File: src/pkg/pmw_params.svh
// Constants for the power mode wakeup sequencer
`ifndef PMW_PARAMS_SVH
`define PMW_PARAMS_SVH
`define PMW_NUM_CPU        2
`define PMW_NUM_IRQ        8
`define PMW_NUM_HIBPIN     4
`define PMW_TOKEN_W        8
`define PMW_DATA_W         32
`define PMW_UNLOCK_KEY     8'h3a
`define PMW_FREEZE_BIT     17
`define PMW_STEP_NS        200
`define PMW_CLK_NS         40
`define PMW_STEP_CYC       ((`PMW_STEP_NS + `PMW_CLK_NS - 1) / `PMW_CLK_NS)
`define PMW_RST_NS         400
`define PMW_RST_CYC        ((`PMW_RST_NS + `PMW_CLK_NS - 1) / `PMW_CLK_NS)
`endif

File: src/pkg/pmw_pkg.sv
// Types for the power mode wakeup sequencer
package pmw_pkg;
	typedef enum logic [1:0] {
		PMW_LP_ACTIVE,
		PMW_ULP_ACTIVE,
		PMW_DEEP_SLEEP,
		PMW_HIBERNATE
	} pmw_sys_mode_t;
	typedef enum logic [1:0] {
		PMW_CPU_ACTIVE,
		PMW_CPU_SLEEP,
		PMW_CPU_DEEP
	} pmw_cpu_mode_t;
	typedef enum logic [2:0] {
		PMW_SEQ_IDLE,
		PMW_SEQ_REG,
		PMW_SEQ_RET,
		PMW_SEQ_CLK,
		PMW_SEQ_CPU,
		PMW_SEQ_HIBRST
	} pmw_seq_t;
endpackage

File: src/design/pmw_cpu_gate.sv
// Per-CPU sleep state and clock gate
`timescale 1ns/10ps
`default_nettype none
module pmw_cpu_gate #(
	parameter int NumIrq = 8
) (
	input  wire logic              clk,
	input  wire logic              resetn,
	input  wire logic [NumIrq-1:0] irq,
	input  wire logic [NumIrq-1:0] irqMask,
	input  wire logic [NumIrq-1:0] deepWakeMask,
	input  wire logic              sleepReq,
	input  wire logic              deepReq,
	input  wire logic              sysDeep,
	input  wire logic              sysReady,
	output logic                   deepWake,
	output logic                   cpuClkEn,
	output pmw_pkg::pmw_cpu_mode_t cpuMode
);
	pmw_pkg::pmw_cpu_mode_t modeD, modeQ;
	logic                   clkEnD, clkEnQ;
	logic                   sleepWake;

	// Controller config decides which deep-sleep irqs reach this CPU
	assign deepWake  = |(irq & deepWakeMask);
	assign sleepWake = |(irq & irqMask);

	always_comb begin
		modeD  = modeQ;
		clkEnD = clkEnQ;
		case (modeQ)
			pmw_pkg::PMW_CPU_ACTIVE: begin
				clkEnD = 1'b1;
				if (deepReq) begin
					modeD  = pmw_pkg::PMW_CPU_DEEP;
					clkEnD = 1'b0;
				end else if (sleepReq) begin
					modeD  = pmw_pkg::PMW_CPU_SLEEP;
					clkEnD = 1'b0;
				end
			end
			pmw_pkg::PMW_CPU_SLEEP: begin
				if (sleepWake) begin
					modeD  = pmw_pkg::PMW_CPU_ACTIVE;
					clkEnD = 1'b1;
				end
			end
			pmw_pkg::PMW_CPU_DEEP: begin
				// Leaves only once the system is fully up again
				if (deepWake && sysReady && !sysDeep) begin
					modeD  = pmw_pkg::PMW_CPU_ACTIVE;
					clkEnD = 1'b1;
				end
			end
			default: begin
				modeD  = pmw_pkg::PMW_CPU_ACTIVE;
				clkEnD = 1'b1;
			end
		endcase
	end

	always_ff @(posedge clk or negedge resetn) begin
		if (!resetn) begin
			modeQ  <= pmw_pkg::PMW_CPU_ACTIVE;
			clkEnQ <= 1'b1;
		end else begin
			modeQ  <= modeD;
			clkEnQ <= clkEnD;
		end
	end

	assign cpuClkEn = clkEnQ;
	assign cpuMode  = modeQ;
endmodule
`default_nettype wire

File: src/design/pmw_sequencer.sv
// Power mode wakeup sequencer top
// Notes on behaviour
// A sleeping CPU gets its clock back on any interrupt unmasked to it.
// Waking from CPU sleep leaves the system power mode untouched.
// Deep-sleep wake runs regulator, retention release, clocks, then CPU release in order.
// Deep-sleep wake returns to the low-power or ultra-low-power mode held before entry.
// If only one CPU wakes from deep sleep the other stays in CPU deep sleep.
// Each CPU's wakeup controller mask decides whether an interrupt wakes it.
// A wake pin, alarm, watchdog or comparator event in hibernate resets into low-power active.
// The hibernate token and retained data word survive the hibernate wake reset.
// Frozen I/O stays frozen after the wake reset until firmware clears the freeze bit.
// Firmware may copy frozen outputs to the live I/O before unfreezing.
// High-speed clocks run in active and sleep modes and stop in deep sleep and hibernate.
// Freeze and hibernate control writes take effect only with unlock key 0x3a.
// Hibernate wake sources are qualified by polarity and mask before triggering reset; here only pins get polarity, watchdog and comparator neither.
`timescale 1ns/10ps
`default_nettype none
`include "pmw_params.svh"
module pmw_sequencer #(
	parameter int NumIrq    = `PMW_NUM_IRQ,
	parameter int NumHibPin = `PMW_NUM_HIBPIN
) (
	input  wire logic                   clk,
	input  wire logic                   resetn,
	input  wire logic [NumIrq-1:0]      irq,
	input  wire logic [NumIrq-1:0]      irqMask0,
	input  wire logic [NumIrq-1:0]      irqMask1,
	input  wire logic [NumIrq-1:0]      deepWakeMask0,
	input  wire logic [NumIrq-1:0]      deepWakeMask1,
	input  wire logic [1:0]             sleepReq,
	input  wire logic [1:0]             deepReq,
	input  wire logic                   ulpSelect,
	input  wire logic                   hibReq,
	input  wire logic [7:0]             unlockKey,
	input  wire logic                   freezeSet,
	input  wire logic                   freezeClr,
	input  wire logic                   tokenWr,
	input  wire logic [7:0]             tokenIn,
	input  wire logic                   dataWr,
	input  wire logic [31:0]            dataIn,
	input  wire logic [NumHibPin-1:0]   hibPin,
	input  wire logic [NumHibPin-1:0]   hibPinPolarity,
	input  wire logic [NumHibPin-1:0]   hibPinMask,
	input  wire logic                   rtcAlarm,
	input  wire logic                   alarmMask,
	input  wire logic                   wdtIrq,
	input  wire logic                   lpCmpOut,
	output logic                        activeRegEn,
	output logic                        retentionEn,
	output logic                        nonRetResetn,
	output logic                        hsClkEn,
	output logic [1:0]                  cpuClkEn,
	output logic                        sysUlp,
	output logic                        sysDeep,
	output logic                        sysHib,
	output logic                        wakeReset,
	output logic                        ioFrozen,
	output logic [7:0]                  hibToken,
	output logic [31:0]                 hibRetainedWord
);
	////////////////////////////////////////////////////////////////////////////
	localparam logic [3:0] StepCyc = 4'(`PMW_STEP_CYC);
	localparam logic [3:0] RstCyc  = 4'(`PMW_RST_CYC);

	pmw_pkg::pmw_seq_t     seqD, seqQ;
	logic [3:0]            cntD, cntQ;
	logic                  ulpD, ulpQ;
	logic                  regD, regQ, retD, retQ, nrrD, nrrQ, hsD, hsQ;
	logic                  hibD, hibQ, wrstD, wrstQ;
	logic                  sdpD, sdpQ;
	logic [1:0]            deepWake;
	logic [1:0]            clkEnW;
	pmw_pkg::pmw_cpu_mode_t mode0, mode1;
	logic                  sysReady;
	logic                  unlocked;
	logic                  allDeep;
	logic [NumHibPin-1:0]  pinS1, pinS2;
	logic [2:0]            srcS1, srcS2;
	logic                  hibWake;

	////////////////////////////////////////////////////////////////////////////
	// Two-stage sync for the asynchronous wake pins and sources
	always_ff @(posedge clk or negedge resetn) begin
		if (!resetn) begin
			pinS1 <= '0;
			pinS2 <= '0;
			srcS1 <= 3'h0;
			srcS2 <= 3'h0;
		end else begin
			pinS1 <= hibPin;
			pinS2 <= pinS1;
			srcS1 <= {rtcAlarm, wdtIrq, lpCmpOut};
			srcS2 <= srcS1;
		end
	end

	// Polarity and mask qualify each pin; a set mask bit enables the source
	assign hibWake = |((pinS2 ^ ~hibPinPolarity) & hibPinMask)
		| (srcS2[2] & alarmMask) | srcS2[1] | srcS2[0];

	assign unlocked = (unlockKey == `PMW_UNLOCK_KEY);

	////////////////////////////////////////////////////////////////////////////
	// Deep CPUs leave only on their own irq: at the end of a wake run, or while the system is up
	assign sysReady = (seqQ == pmw_pkg::PMW_SEQ_CPU)
		|| (seqQ == pmw_pkg::PMW_SEQ_IDLE && regQ && !hibQ && !allDeep);

	pmw_cpu_gate #(.NumIrq(NumIrq)) uCpu0 (
		.clk          (clk),
		.resetn       (resetn),
		.irq          (irq),
		.irqMask      (irqMask0),
		.deepWakeMask (deepWakeMask0),
		.sleepReq     (sleepReq[0]),
		.deepReq      (deepReq[0]),
		.sysDeep      (sdpQ),
		.sysReady     (sysReady),
		.deepWake     (deepWake[0]),
		.cpuClkEn     (clkEnW[0]),
		.cpuMode      (mode0)
	);

	pmw_cpu_gate #(.NumIrq(NumIrq)) uCpu1 (
		.clk          (clk),
		.resetn       (resetn),
		.irq          (irq),
		.irqMask      (irqMask1),
		.deepWakeMask (deepWakeMask1),
		.sleepReq     (sleepReq[1]),
		.deepReq      (deepReq[1]),
		.sysDeep      (sdpQ),
		.sysReady     (sysReady),
		.deepWake     (deepWake[1]),
		.cpuClkEn     (clkEnW[1]),
		.cpuMode      (mode1)
	);

	assign allDeep = (mode0 == pmw_pkg::PMW_CPU_DEEP) && (mode1 == pmw_pkg::PMW_CPU_DEEP);

	////////////////////////////////////////////////////////////////////////////
	// System sequencer
	always_comb begin
		seqD  = seqQ;
		cntD  = cntQ;
		ulpD  = ulpQ;
		regD  = regQ;
		retD  = retQ;
		nrrD  = nrrQ;
		hsD   = hsQ;
		hibD  = hibQ;
		wrstD = 1'b0;
		case (seqQ)
			pmw_pkg::PMW_SEQ_IDLE: begin
				// Mode is held through system deep sleep, else follows ulpSelect
				if (!regQ && !hibQ) begin
					ulpD = ulpQ;
				end else begin
					ulpD = ulpSelect;
				end
				if (regQ && allDeep) begin
					regD = 1'b0;
					retD = 1'b1;
					nrrD = 1'b0;
					hsD  = 1'b0;
				end else if (!regQ && !hibQ && |deepWake) begin
					regD = 1'b1;
					seqD = pmw_pkg::PMW_SEQ_REG;
					cntD = StepCyc;
				end else if (regQ && hibReq && unlocked) begin
					hibD = 1'b1;
					regD = 1'b0;
					hsD  = 1'b0;
					retD = 1'b1;
					nrrD = 1'b0;
				end else if (hibQ && hibWake) begin
					seqD = pmw_pkg::PMW_SEQ_HIBRST;
					cntD = RstCyc;
				end
			end
			pmw_pkg::PMW_SEQ_REG: begin
				if (cntQ == 4'h1) begin
					retD = 1'b0;
					nrrD = 1'b1;
					seqD = pmw_pkg::PMW_SEQ_RET;
					cntD = StepCyc;
				end else begin
					cntD = cntQ - 4'h1;
				end
			end
			pmw_pkg::PMW_SEQ_RET: begin
				if (cntQ == 4'h1) begin
					hsD  = 1'b1;
					seqD = pmw_pkg::PMW_SEQ_CLK;
					cntD = StepCyc;
				end else begin
					cntD = cntQ - 4'h1;
				end
			end
			pmw_pkg::PMW_SEQ_CLK: begin
				if (cntQ == 4'h1) begin
					seqD = pmw_pkg::PMW_SEQ_CPU;
				end else begin
					cntD = cntQ - 4'h1;
				end
			end
			pmw_pkg::PMW_SEQ_CPU: begin
				// One cycle for woken CPUs; mode register untouched
				seqD = pmw_pkg::PMW_SEQ_IDLE;
			end
			pmw_pkg::PMW_SEQ_HIBRST: begin
				wrstD = 1'b1;
				if (cntQ == 4'h1) begin
					// Reset-to-active lands in low-power active
					hibD = 1'b0;
					ulpD = 1'b0;
					regD = 1'b1;
					retD = 1'b0;
					nrrD = 1'b1;
					hsD  = 1'b1;
					seqD = pmw_pkg::PMW_SEQ_IDLE;
				end else begin
					cntD = cntQ - 4'h1;
				end
			end
			default: seqD = pmw_pkg::PMW_SEQ_IDLE;
		endcase
		// Own flop so the deep flag port needs no gate after the registers
		sdpD = ~regD & ~hibD;
	end

	always_ff @(posedge clk or negedge resetn) begin
		if (!resetn) begin
			seqQ  <= pmw_pkg::PMW_SEQ_IDLE;
			cntQ  <= 4'h0;
			ulpQ  <= 1'b0;
			regQ  <= 1'b1;
			retQ  <= 1'b0;
			nrrQ  <= 1'b1;
			hsQ   <= 1'b1;
			hibQ  <= 1'b0;
			wrstQ <= 1'b0;
			sdpQ  <= 1'b0;
		end else begin
			seqQ  <= seqD;
			cntQ  <= cntD;
			ulpQ  <= ulpD;
			regQ  <= regD;
			retQ  <= retD;
			nrrQ  <= nrrD;
			hsQ   <= hsD;
			hibQ  <= hibD;
			wrstQ <= wrstD;
			sdpQ  <= sdpD;
		end
	end

	////////////////////////////////////////////////////////////////////////////
	// Retained state: only resetn clears it, never the wake reset
	logic        frzD, frzQ;
	logic [7:0]  tokD, tokQ;
	logic [31:0] datD, datQ;
	logic [1:0]  cpuEnQ;

	always_comb begin
		frzD = frzQ;
		tokD = tokQ;
		datD = datQ;
		if (freezeSet && unlocked) begin
			frzD = 1'b1;
		end else if (freezeClr && unlocked) begin
			frzD = 1'b0;
		end
		if (tokenWr) begin
			tokD = tokenIn;
		end
		if (dataWr) begin
			datD = dataIn;
		end
	end

	always_ff @(posedge clk or negedge resetn) begin
		if (!resetn) begin
			frzQ   <= 1'b0;
			tokQ   <= 8'h00;
			datQ   <= 32'h0000_0000;
			cpuEnQ <= 2'b11;
		end else begin
			frzQ   <= frzD;
			tokQ   <= tokD;
			datQ   <= datD;
			cpuEnQ <= clkEnW;
		end
	end

	////////////////////////////////////////////////////////////////////////////
	assign activeRegEn     = regQ;
	assign retentionEn     = retQ;
	assign nonRetResetn    = nrrQ;
	assign hsClkEn         = hsQ;
	assign cpuClkEn        = cpuEnQ;
	assign sysUlp          = ulpQ;
	assign sysDeep         = sdpQ;
	assign sysHib          = hibQ;
	assign wakeReset       = wrstQ;
	assign ioFrozen        = frzQ;
	assign hibToken        = tokQ;
	assign hibRetainedWord = datQ;
endmodule
`default_nettype wire

File: config.mk
export PLATFORM = sky130hd
export DESIGN_NAME = pmw_sequencer
export DESIGN_NICKNAME = d
export VERILOG_FILES = /design/src/pkg/pmw_pkg.sv /design/src/design/pmw_cpu_gate.sv /design/src/design/pmw_sequencer.sv
export VERILOG_INCLUDE_DIRS = /design/src /design/src/pkg
export SDC_FILE = /design/constraint.sdc
export NUM_CORES = 1
export LEC_CHECK = 0
export BUFFER_PORTS_ARGS = -buffer_cell sky130_fd_sc_hd__buf_2
export CAP_MARGIN = 10
export CORE_ASPECT_RATIO = 1.4
export CORE_MARGIN = 2
export CORE_UTILIZATION = 49
export CTS_CLUSTER_DIAMETER = 30
export CTS_CLUSTER_SIZE = 12
export DETAILED_ROUTE_END_ITERATION = 10
export GPL_TIMING_DRIVEN = 1
export PLACE_DENSITY = 0.92
export REMOVE_ABC_BUFFERS = 1
export SYNTH_ARGS = -nofsm -noshare
export SYNTH_HDL_FRONTEND = slang
export SYNTH_SLANG_ARGS = --single-unit
File: constraint.sdc
create_clock -name clk -period 3.8 [get_ports clk]
set_clock_uncertainty 0.05 [all_clocks]
set_input_delay 0.19 -clock clk [delete_from_list [all_inputs] [get_ports clk]]
set_output_delay 0.19 -clock clk [all_outputs]
set_load 0.005 [all_outputs]
==> impl_results.md, run 1 <==
- Outcome: complete, no violations
- Maximum vdd ir drop: 0.4038 mV
- Number of levels the H-tree was split into: 3
- Average wire per standard cell: 16.97 um
- Min-Delay Path Class: input pin to flip-flop
- IO buf count: 166
- Proportion of layout cells with a drive suffix above 1: 53.64%
- Number of buffers created by CTS: 9
- Register bit total from synthesis: 78
- Transition time at the pin with the least slew margin: 0.9610 ns
- X dimension of the die: 74.36 um
- Clock input transition at the sequential cells of the worst setup and hold paths: 0.08 ns
- Final cell count without fillers: 545
- Global placer's final weighted congestion: 0.9227
- Leading cell types in the layout, fill and taps excluded: buf_2, dfrtp_1, mux2_2
- Power density over the cells: 579.3 nW/um^2
- Sort of element at the start of the critical path: flip-flop
- Setup slack of the most critical reg-to-reg path: 1.68 ns
- Worst hold margin: 0.01242 ns
- Clk Latency, worst-skew pair: 0.35 ns
- Hold path start: deepReq[1]
- Number of vias in the routed layout: 3005
- Vias in the first global route: 3170
- Critical Path Source: cntQ[1]
- Number of enable-type register cells in the synthesized netlist: 0
- Cells on worst reg2reg path: 7
- Combined global-route utilization of all metal layers: 25.31%
- Top-Level Pins: 167
- Pin count of the biggest net entering global routing: 79
- Final max-slew violation count: 0
- Detailed Route Iter0 Violations: 130
- Share of synthesized area occupied by flip-flops and latches: 57.74%
- Final-layout setup total negative slack: 0 ns
- Antenna violations before repair: 0
- Antenna fix cells: 0
- Leading cell type in the layout, fill and taps excluded: buf_2
- Count of nets after finishing: 566
- Leak: 2.230 nW
- Total detailed-routing wirelength: 9250 um
- Final HPWL from detailed placement: 6698 um
- Clock sink count: 78
- Post-synthesis to final-layout area growth: 34.78%
- Die Ht: 102.5 um
- Vias/cell: 5.514
- Number of design rule violations left after detail routing: 0
- Yosys top cell area share: 52.32%
- Number of buffers between clock root and the deepest sink: 2
- Number of nets still failing antenna checks after routing: 0
- Non-Filler Cell Area, Final: 4577 um^2
- Worst slew margin relative to its limit: 35.93%
- Maximum clock frequency: 472.6 MHz
- Number of library cell types mapped by synthesis: 54
- Number of standard-cell rows in the floorplan: 35
- Root buffer cell: clkbuf_8
- Type of destination of the critical path: flip-flop
- Number of placed cells counting well taps: 520
- Path type of the worst setup path: flip-flop to flip-flop
- Synthesized area divided by synthesized cell count: 12.53 um^2
- DRT Pass-1 Iters: 4
- Largest area contributor in the netlist: dfrtp_1
- Top FF cell, synth: dfrtp_1
- Cell area after technology mapping: 3396 um^2
- Critical Path End: cntQ[2]
- Arrival time reported for the critical path endpoint: 2.31 ns
- Number of failing setup endpoints in the final timing report: 0
- Final period demand of the worst path: 2.116 ns
- Number of synthesis warnings: 0
- Final worst path period share: 55.68%
- Global-route congestion overflow total: 0
- Max Cap Viol: 0
- Cell types occupying the most area after synthesis: dfrtp_1, mux2_2, dfstp_2
- Placed inst area: 4294 um^2
- Initial Util: 51.02%
- FF-to-FF End: cntQ[2]
- Core area: 6656 um^2
- Launch point of the worst reg-to-reg path: cntQ[1]
- Clock tree from TritonCTS: built
- Final-report hold violation count: 0
- Full die area: 7621 um^2
- Biggest fanout along the worst timing path: 5
- Global-route wire length before repair: 14430 um
- Post-route core utilization: 68.76%
- RSZ-0062 raised after global routing: false
- Share of flip-flops with an asynchronous set or reset: 100.0%
- Mapped Cells: 271
- Setup repair bufs after CTS: 0
- CP Data Required Time: 3.99 ns
[state kept, by name, summed over array words and instances (netlist names), 2 cells and up]
signal,flops
cntQ,4
hibToken,8
uCpu0.cpuMode,2
seqQ,3
pinS2,4
srcS1,3
srcS2,3
hibRetainedWord,32
cpuClkEn,2
pinS1,4
uCpu1.cpuMode,2
[report_power, final]
group,leakage (nW),switching [W],internal (W)
clock,0.0926,0.000321,0.000279
combinational,1.22,0.000437,0.000436
sequential,0.918,0.000163,0.00102
total,2.23,0.000921,0.00173
[metal layers]
metal	vias to the layer above	track usage (%)	wire (um)
met5	-	0	0
met4	0	8.379	157
met3	16	6.647	806
met2	156	46.50	4893
met1	1471	28.09	3392
li1	1362	-	-
[cell usage after synthesis (all sizes together), types with 3 or more instances]
| library cell | n |
|---|---|
| dfrtp | 71 |
| mux2 | 40 |
| nand2 | 19 |
| a21oi | 15 |
| inv | 11 |
| nor2 | 10 |
| a22oi | 8 |
| dfstp | 7 |
| buf | 5 |
| xnor2 | 5 |
| a22o | 4 |
| clkbuf | 4 |
| nand2b | 4 |
| nor3 | 4 |
| o21ai | 4 |
| o31ai | 4 |
| o41ai | 4 |
| or2 | 4 |
| a21o | 3 |
| a222oi | 3 |
| and3 | 3 |
| o22ai | 3 |
[worst max-delay path, stage by stage (launching register included)]
cell and delay, ns:
dfrtp_1 0.40, inv_1 0.09, ha_1 0.17, nor3b_1 0.54
a21o_2 0.22, a21o_2 0.16, a31oi_1 0.10, o22a_2 0.29
[area by class of cell]
type                            count  area, um^2
Fill cell                         522        2079
Timing Repair Buffer              175       923.4
Inverter                           11       41.29
Multi-Input combinational cell    173        1344
Sequential cell                    78        1961
Clock inverter                      5       41.29
Tap cell                           92       115.1
Clock buffer                       11       151.4
[cells by family after synthesis]
kind of cell               Yosys count  synth area share (%)
AOI/OAI and AO/OA                   68                 14.92
xor gates and xnor gates             5                 1.290
and+or+nand+nor                     58                 9.359
DFF                                 78                 57.74
adders and majority gates            2                0.7368
muxes                               40                 13.26
buffers and inverters               20                 2.690
[stage by stage]
stage	setup slack [ns]	power (W)
finish	1.684	0.002651
global route	1.520	0.002813
CTS	1.703	0.002653
detailed placement	1.707	0.002049
global placement	1.778	0.002005
floorplan	1.867	0.001716
[repair_timing]
item                      in CTS  in global routing
hold buffers                   9                  0
hold endpoints to repair      79                  0
gates resized for setup        0                  0
[worst min path at each step]
stage | end | slack (ns) | cells after the start
global route | uCpu1.cpuMode[0] | 0.008 | 2
floorplan | cntQ[0] | -0.16 | 0
CTS | uCpu1.cpuMode[0] | 0.01 | 2
detailed placement | srcS1[2] | 0.25 | 1
finish | uCpu1.cpuMode[0] | 0.01 | 2
global placement | pinS1[3] | 0.25 | 1
Power figures use the tool's default switching activity.
==> run 2, diff against run 1 <==
--- a/config.mk
+++ b/config.mk
@@ -10,12 +10,12 @@
 export CAP_MARGIN = 10
 export CORE_ASPECT_RATIO = 1.4
 export CORE_MARGIN = 2
-export CORE_UTILIZATION = 49
+export CORE_UTILIZATION = 46
 export CTS_CLUSTER_DIAMETER = 30
 export CTS_CLUSTER_SIZE = 12
 export DETAILED_ROUTE_END_ITERATION = 10
 export GPL_TIMING_DRIVEN = 1
-export PLACE_DENSITY = 0.92
+export PLACE_DENSITY = 0.87
 export REMOVE_ABC_BUFFERS = 1
 export SYNTH_ARGS = -nofsm -noshare
 export SYNTH_HDL_FRONTEND = slang
==> constraint.sdc (replaced) <==
create_clock -name clk -period 2 [get_ports clk]
set_clock_uncertainty 0.05 [all_clocks]
set_input_delay 0.1 -clock clk [delete_from_list [all_inputs] [get_ports clk]]
set_output_delay 0.1 -clock clk [all_outputs]
set_load 0.005 [all_outputs]
==> impl_results.md, run 2 (synthesis gave the netlist of run 1 again) <==
- Launch point of the worst reg-to-reg path: cntQ[1] (unchanged)
- Vias in the first global route: 3449 (was 3170)
- Critical Path End: cntQ[3] (was cntQ[2])
- Worst slew margin relative to its limit: 51.14% (was 35.93%)
- Pin count of the biggest net entering global routing: 79 (unchanged)
- Leading cell types in the layout, fill and taps excluded: buf_2, dfrtp_1, dlygate4sd3_1 (was buf_2, dfrtp_1, mux2_2)
- Power spent charging and discharging nets: 0.001807 W (was 0.0009207 W)
- Root buffer cell: clkbuf_8 (unchanged)
- Number of levels the H-tree was split into: 3 (unchanged)
- Met3 track utilization from global routing: 6.507% (was 6.647%)
- Combinational group share of total power: 39.6% (was 32.9%)
- Final-report hold violation count: 0 (unchanged)
- Critical Path Source: cntQ[1] (unchanged)
- Transition time at the pin with the least slew margin: 0.7329 ns (was 0.9610 ns)
- Antenna violations before repair: 0 (unchanged)
- Met1 usage in global routing: 26.98% (was 28.09%)
- Max Cap Viol: 0 (unchanged)
- Setup slack of the most critical reg-to-reg path: 0.03 ns (was 1.68 ns)
- Maximum clock frequency: 508.3 MHz (was 472.6 MHz)
- Clock input transition at the sequential cells of the worst setup and hold paths: 0.08 ns (about the same)
- Top-Level Pins: 167 (unchanged)
- Proportion of layout cells with a drive suffix above 1: 50.89% (was 53.64%)
- Instance count on the critical path: 7 (unchanged)
- Final-layout setup total negative slack: 0 ns (unchanged)
- Final max-slew violation count: 0 (unchanged)
- Final period demand of the worst path: 1.967 ns (was 2.116 ns)
- Cell-internal power: 0.003411 W (was 0.001731 W)
- Number of failing setup endpoints in the final timing report: 0 (unchanged)
- Outcome: complete, no violations (unchanged)
- Global placer's final weighted congestion: 0.9152 (was 0.9227)
- Number of fillers in the final layout: 499 (was 522)
- CP Buf/Inv Count: 1 (unchanged)
- X dimension of the die: 76.62 um (was 74.36 um)
- Maximum vdd ir drop: 0.6166 mV (was 0.4038 mV)
- Type of destination of the critical path: flip-flop (unchanged)
- Number of nets still failing antenna checks after routing: 0 (unchanged)
- Final HPWL from detailed placement: 6661 um (was 6698 um)
- Max stage delay cell, worst path: or4b_4 (was nor3b_1)
- Sequential share of power: 41.6% (was 44.5%)
- Leading cell type in the layout, fill and taps excluded: buf_2 (unchanged)
- Clock tree from TritonCTS: built (unchanged)
- Global routing's busiest layer: met2 (unchanged)
- Depth of the worst hold-timing path: 4 (was 2)
- FF-to-FF End: cntQ[3] (was cntQ[2])
- Initial Util: 46.72% (was 51.02%)
- RSZ-0062 raised after global routing: true (was false)
- Met2 demand-to-capacity share in global routing: 51.64% (was 46.50%)
- Proportion of total power due to net switching: 34.63% (was 34.73%)
- Number of design rule violations left after detail routing: 0 (unchanged)
- Final worst path period share: 98.37% (was 55.68%)
- Global-route congestion overflow total: 0 (unchanged)
- Sort of element at the start of the critical path: flip-flop (unchanged)
- CP Data Required Time: 2.18 ns (was 3.99 ns)
- Total detailed-routing wirelength: 10630 um (was 9250 um)
- Number of buffers created by CTS: 9 (unchanged)
- Combined global-route utilization of all metal layers: 26.68% (was 25.31%)
- Clock sink count: 78 (unchanged)
- Combined area of the multi-input logic cells: 1385 um^2 (was 1344 um^2)
- Min-Delay Path Class: input pin to flip-flop (unchanged)
- Power density over the cells: 1018 nW/um^2 (was 579.3 nW/um^2)
- Count of nets after finishing: 622 (was 566)
- Core area: 7268 um^2 (was 6656 um^2)
- Post-layout power: 0.005218 W (was 0.002651 W)
- Reg area: 1961 um^2 (unchanged)
- Antenna fix cells: 0 (unchanged)
- Number of flip-flops under the largest register name: 32 (unchanged)
- Cells on worst reg2reg path: 7 (unchanged)
- Full die area: 8095 um^2 (was 7621 um^2)
- Path type of the worst setup path: flip-flop to flip-flop (unchanged)
- Crit path max-delay family: compound AO/OA/AOI/OAI gates (unchanged)
- Number of buffers between clock root and the deepest sink: 2 (unchanged)
- Cells traversed along the worst timing path: inv_2 -> ha_4 -> or4b_4 -> a21oi_4 -> a2111oi_1 -> a311o_1 -> a22o_1 (was inv_1 -> ha_1 -> nor3b_1 -> a21o_2 -> a21o_2 -> a31oi_1 -> o22a_2)
- Post-synthesis to final-layout area growth: 50.99% (was 34.78%)
- Die Ht: 105.7 um (was 102.5 um)
- Clk Latency, worst-skew pair: 0.34 ns (was 0.35 ns)
- Global-route wire length before repair: 16630 um (was 14430 um)
- DRT Pass-1 Iters: 4 (unchanged)
- Average wire per standard cell: 17.60 um (was 16.97 um)
- Detailed Route Iter0 Violations: 275 (was 130)
- Leak: 2.478 nW (was 2.230 nW)
- Number of standard-cell rows in the floorplan: 37 (was 35)
- Vias/cell: 5.358 (was 5.514)
- Biggest fanout along the worst timing path: 3 (was 5)
- IO buf count: 166 (unchanged)
- Clock share of power: 18.8% (was 22.6%)
- Arrival time reported for the critical path endpoint: 2.15 ns (was 2.31 ns)
- Number of vias in the routed layout: 3236 (was 3005)
- Biggest cell delay along the critical path: 0.48 ns (was 0.54 ns)
-- run 2: worst min-delay path, delay by kind of cell --
kind          cells  cell delay, ns
simple gates      3            0.24
buf+inv           1            0.08
-- run 2: layout make-up --
cell class	instances	area share, %
clock buffers	9	2.416
clock inverters	5	0.5612
inverters	11	0.8053
multi-input cells	173	27.01
flip-flops and latches	78	38.24
well taps	97	2.367
repair buffers	231	28.60
-- run 2: metal layers --
layer  wire length, um  vias up
met2              5963      154
met3               782       12
met5                 0        -
met4               158        0
met1              3724     1596
li1                  -     1474
-- run 2: how the worst min path moves through the flow --
stage / from / endpoint / slack (ns)
global placement: resetn / hibRetainedWord[7] / 0.1
global route: sleepReq[1] / uCpu1.cpuClkEn / 0.06
detailed placement: resetn / hibRetainedWord[11] / 0.11
finish: sleepReq[1] / uCpu1.cpuClkEn / 0.03
floorplan: resetn / cntQ[0] / -0.25
CTS: sleepReq[1] / uCpu1.cpuClkEn / 0.01
-- run 2: what timing repair did --
action,in CTS,in global routing
endpoints found under the setup margin,1,3
gates resized for setup,7,2
hold endpoints to repair,123,0
buffers inserted,1,0
pin swaps,1,0
gates cloned,0,0
hold buffers,53,0
-- run 2: through the flow --
| stage | cell area (um^2) | std cells | utilization, % | worst slack (ns) | hold WS (ns) |
|---|---|---|---|---|---|
| floorplan | 3346 | 262 | - | 0.06739 | -0.2456 |
| global placement | 4395 | 536 | 60.48 | 0.06414 | 0.09606 |
| detailed placement | 4395 | 536 | 60.48 | -0.04251 | 0.1058 |
| CTS | 5119 | 604 | 70.43 | 0.02909 | 0.01156 |
| global route | 5127 | 604 | 70.55 | -0.04034 | 0.05951 |
| finish | 5127 | 604 | 70.55 | 0.03265 | 0.02985 |
-- run 2: power by group through the flow --
stage               sequential, W  combinational (W)  clock [W]
floorplan                 0.00222            0.00105          0
global placement          0.00216            0.00179          0
detailed placement        0.00218            0.00186          0
CTS                       0.00216            0.00202    0.00100
global route              0.00220            0.00228    0.00108
finish                    0.00217            0.00207   0.000978
==> run 3, diff against run 2 <==
--- a/config.mk
+++ b/config.mk
@@ -7,7 +7,6 @@
 export NUM_CORES = 1
 export LEC_CHECK = 0
 export BUFFER_PORTS_ARGS = -buffer_cell sky130_fd_sc_hd__buf_2
-export CAP_MARGIN = 10
 export CORE_ASPECT_RATIO = 1.4
 export CORE_MARGIN = 2
 export CORE_UTILIZATION = 46
@@ -16,6 +15,7 @@
 export DETAILED_ROUTE_END_ITERATION = 10
 export GPL_TIMING_DRIVEN = 1
 export PLACE_DENSITY = 0.87
+export RECOVER_POWER = 50
 export REMOVE_ABC_BUFFERS = 1
 export SYNTH_ARGS = -nofsm -noshare
 export SYNTH_HDL_FRONTEND = slang
==> impl_results.md, run 3 (synthesis gave the netlist of run 1 again) <==
- Depth of the worst hold-timing path: 4 (unchanged)
- Transition time at the pin with the least slew margin: 1.049 ns (was 0.7329 ns)
- Cells on worst reg2reg path: 7 (unchanged)
- Crit path max-delay family: compound AO/OA/AOI/OAI gates (unchanged)
- Proportion of total power due to net switching: 34.76% (was 34.63%)
- Number of standard-cell rows in the floorplan: 37 (unchanged)
- Clock tree from TritonCTS: built (unchanged)
- DRT Pass-1 Iters: 4 (unchanged)
- Final period demand of the worst path: 1.968 ns (was 1.967 ns)
- Root buffer cell: clkbuf_8 (unchanged)
- Maximum vdd ir drop: 0.6170 mV (was 0.6166 mV)
- Antenna fix cells: 0 (unchanged)
- Leak: 2.473 nW (was 2.478 nW)
- IO buf count: 166 (unchanged)
- Power density over the cells: 1020 nW/um^2 (was 1018 nW/um^2)
- Global-route congestion overflow total: 0 (unchanged)
- Antenna violations before repair: 0 (unchanged)
- Combinational group share of total power: 39.6% (about the same)
- Number of failing setup endpoints in the final timing report: 0 (unchanged)
- Placed inst area: 4395 um^2 (unchanged)
- Worst Slack Setup Final: 0.03182 ns (was 0.03265 ns)
- Final HPWL from detailed placement: 6661 um (unchanged)
- Detailed Route Iter0 Violations: 285 (was 275)
- Hold path start: sleepReq[1] (unchanged)
- Total detailed-routing wirelength: 10640 um (was 10630 um)
- Biggest fanout along the worst timing path: 3 (unchanged)
- Path type of the worst setup path: flip-flop to flip-flop (unchanged)
- Number of fillers in the final layout: 500 (was 499)
- Max stage delay cell, worst path: or4b_4 (unchanged)
- Count of nets after finishing: 622 (unchanged)
- Clock sink count: 78 (unchanged)
- Number of nets still failing antenna checks after routing: 0 (unchanged)
- Sort of element at the start of the critical path: flip-flop (unchanged)
- Non-Filler Cell Area, Final: 5115 um^2 (was 5127 um^2)
- CP Data Required Time: 2.18 ns (about the same)
- Clock share of power: 18.8% (about the same)
- Leading cell types in the layout, fill and taps excluded: buf_2, dfrtp_1, dlygate4sd3_1 (unchanged)
- Launch point of the worst reg-to-reg path: cntQ[1] (unchanged)
- X dimension of the die: 76.62 um (unchanged)
- Hold Path End: uCpu1.cpuClkEn (unchanged)
- Cells traversed along the worst timing path: inv_2 -> ha_4 -> or4b_4 -> a21oi_4 -> a2111oi_1 -> a311o_1 -> a22o_1 (unchanged)
- Biggest cell delay along the critical path: 0.48 ns (about the same)
- Clk Latency, worst-skew pair: 0.34 ns (about the same)
- Global-route wire length before repair: 16630 um (unchanged)
- Combined global-route utilization of all metal layers: 26.68% (unchanged)
- Arrival time reported for the critical path endpoint: 2.15 ns (about the same)
- Core area: 7268 um^2 (unchanged)
- RSZ-0062 raised after global routing: true (unchanged)
- Number of flip-flops under the largest register name: 32 (unchanged)
- Number of buffers created by CTS: 9 (unchanged)
- Worst slew margin relative to its limit: 30.04% (was 51.14%)
- Top-Level Pins: 167 (unchanged)
- Vias/cell: 5.399 (was 5.358)
- CP Buf/Inv Count: 1 (unchanged)
- Final max-slew violation count: 0 (unchanged)
- Full die area: 8095 um^2 (unchanged)
- Number of levels the H-tree was split into: 3 (unchanged)
- Post-synthesis to final-layout area growth: 50.63% (was 50.99%)
- Final worst path period share: 98.41% (was 98.37%)
- Number of buffers between clock root and the deepest sink: 2 (unchanged)
- FF-to-FF End: cntQ[3] (unchanged)
- Number of vias in the routed layout: 3261 (was 3236)
- Setup slack of the most critical reg-to-reg path: 0.03 ns (about the same)
- Vias in the first global route: 3449 (unchanged)
- Average wire per standard cell: 17.61 um (was 17.60 um)
- Clock input transition at the sequential cells of the worst setup and hold paths: 0.08 ns (about the same)
- Pre-CTS setup slack: -0.04251 ns (unchanged)
- Max Cap Viol: 0 (unchanged)
- Final-report hold violation count: 0 (unchanged)
- Initial Util: 46.72% (unchanged)
- Sequential share of power: 41.6% (about the same)
- Leading cell type in the layout, fill and taps excluded: buf_2 (unchanged)
- Global placer's final weighted congestion: 0.9152 (unchanged)
- Outcome: complete, no violations (unchanged)
- Proportion of layout cells with a drive suffix above 1: 50.49% (was 50.89%)
- Power spent charging and discharging nets: 0.001813 W (was 0.001807 W)
- Type of destination of the critical path: flip-flop (unchanged)
- Number of design rule violations left after detail routing: 0 (unchanged)
- Cell-internal power: 0.003404 W (was 0.003411 W)
- Min-Delay Path Class: input pin to flip-flop (unchanged)
- Maximum clock frequency: 508.1 MHz (was 508.3 MHz)
- Die Ht: 105.7 um (unchanged)
- Pin count of the biggest net entering global routing: 79 (unchanged)
## run 3: changes by cell type in the layout (fill, tap and decap cells not counted), sizes merged
cell,previous run,this run
clkbuf,9,11
buf,178,176
## run 3: power groups by stage
| stage | clock (W) | combinational (W) | sequential, W |
|---|---|---|---|
| after floorplan | 0 | 0.00105 | 0.00222 |
| after global placement | 0 | 0.00179 | 0.00216 |
| after detailed placement | 0 | 0.00186 | 0.00218 |
| after CTS | 0.00100 | 0.00202 | 0.00216 |
| after global routing | 0.00108 | 0.00228 | 0.00220 |
| final | 0.000983 | 0.00206 | 0.00217 |
## run 3: per-layer routing
metal | global-route usage, % | share of wire, % | vias up
met2 | 51.64 | 56 | 167
met1 | 26.98 | 35 | 1606
met5 | 0 | 0 | -
li1 | - | - | 1472
met4 | 10.52 | 1.9 | 0
met3 | 6.507 | 7.6 | 16
## run 3: worst max path at each step
| stage | from | to | slack, ns | cells past startpoint |
|---|---|---|---|---|
| 6_report | cntQ[1] | cntQ[3] | 0.03 | 7 |
| 3_5_place_dp | cntQ[1] | cntQ[3] | -0.04 | 7 |
| 5_1_grt | cntQ[1] | cntQ[3] | -0.04 | 7 |
| 3_3_place_gp | cntQ[1] | cntQ[3] | 0.06 | 7 |
| 2_1_floorplan | cntQ[1] | cntQ[3] | 0.07 | 7 |
| 4_1_cts | cntQ[1] | cntQ[3] | 0.03 | 7 |
## run 3: worst register-to-register path, stage by stage (launching register included)
cell and delay, ns:
dfrtp_1 0.39, inv_2 0.08, ha_4 0.13, or4b_4 0.48
a21oi_4 0.16, a2111oi_1 0.07, a311o_1 0.32, a22o_1 0.17
## run 3: cell type report
cell class / instances / area, um^2 / area share, %
clock inverters: 5 / 28.78 / 0.5626
clock buffers: 9 / 123.9 / 2.422
flip-flops and latches: 78 / 1961 / 38.33
inverters: 11 / 41.29 / 0.8072
repair buffers: 231 / 1454 / 28.42
well taps: 97 / 121.4 / 2.373
multi-input cells: 173 / 1385 / 27.08
## run 3: timing repair
action,in CTS,in global routing
pin swaps,1,0
setup buffers,1,0
resized for setup,7,2
hold buffers,53,0
hold endpoints to repair,123,0
setup endpoints to repair,1,3
## run 3: stage by stage
stage | TNS [ns] | power [W] | hold slack (ns) | cells | util (%)
finish | 0 | 0.005217 | 0.02721 | 604 | 70.37
detailed placement | -0.04251 | 0.004037 | 0.1058 | 536 | 60.48
global route | -0.04034 | 0.005556 | 0.05954 | 604 | 70.37
global placement | 0 | 0.003945 | 0.09606 | 536 | 60.48
CTS | 0 | 0.005177 | 0.01156 | 604 | 70.43
floorplan | 0 | 0.003261 | -0.2456 | 262 | -
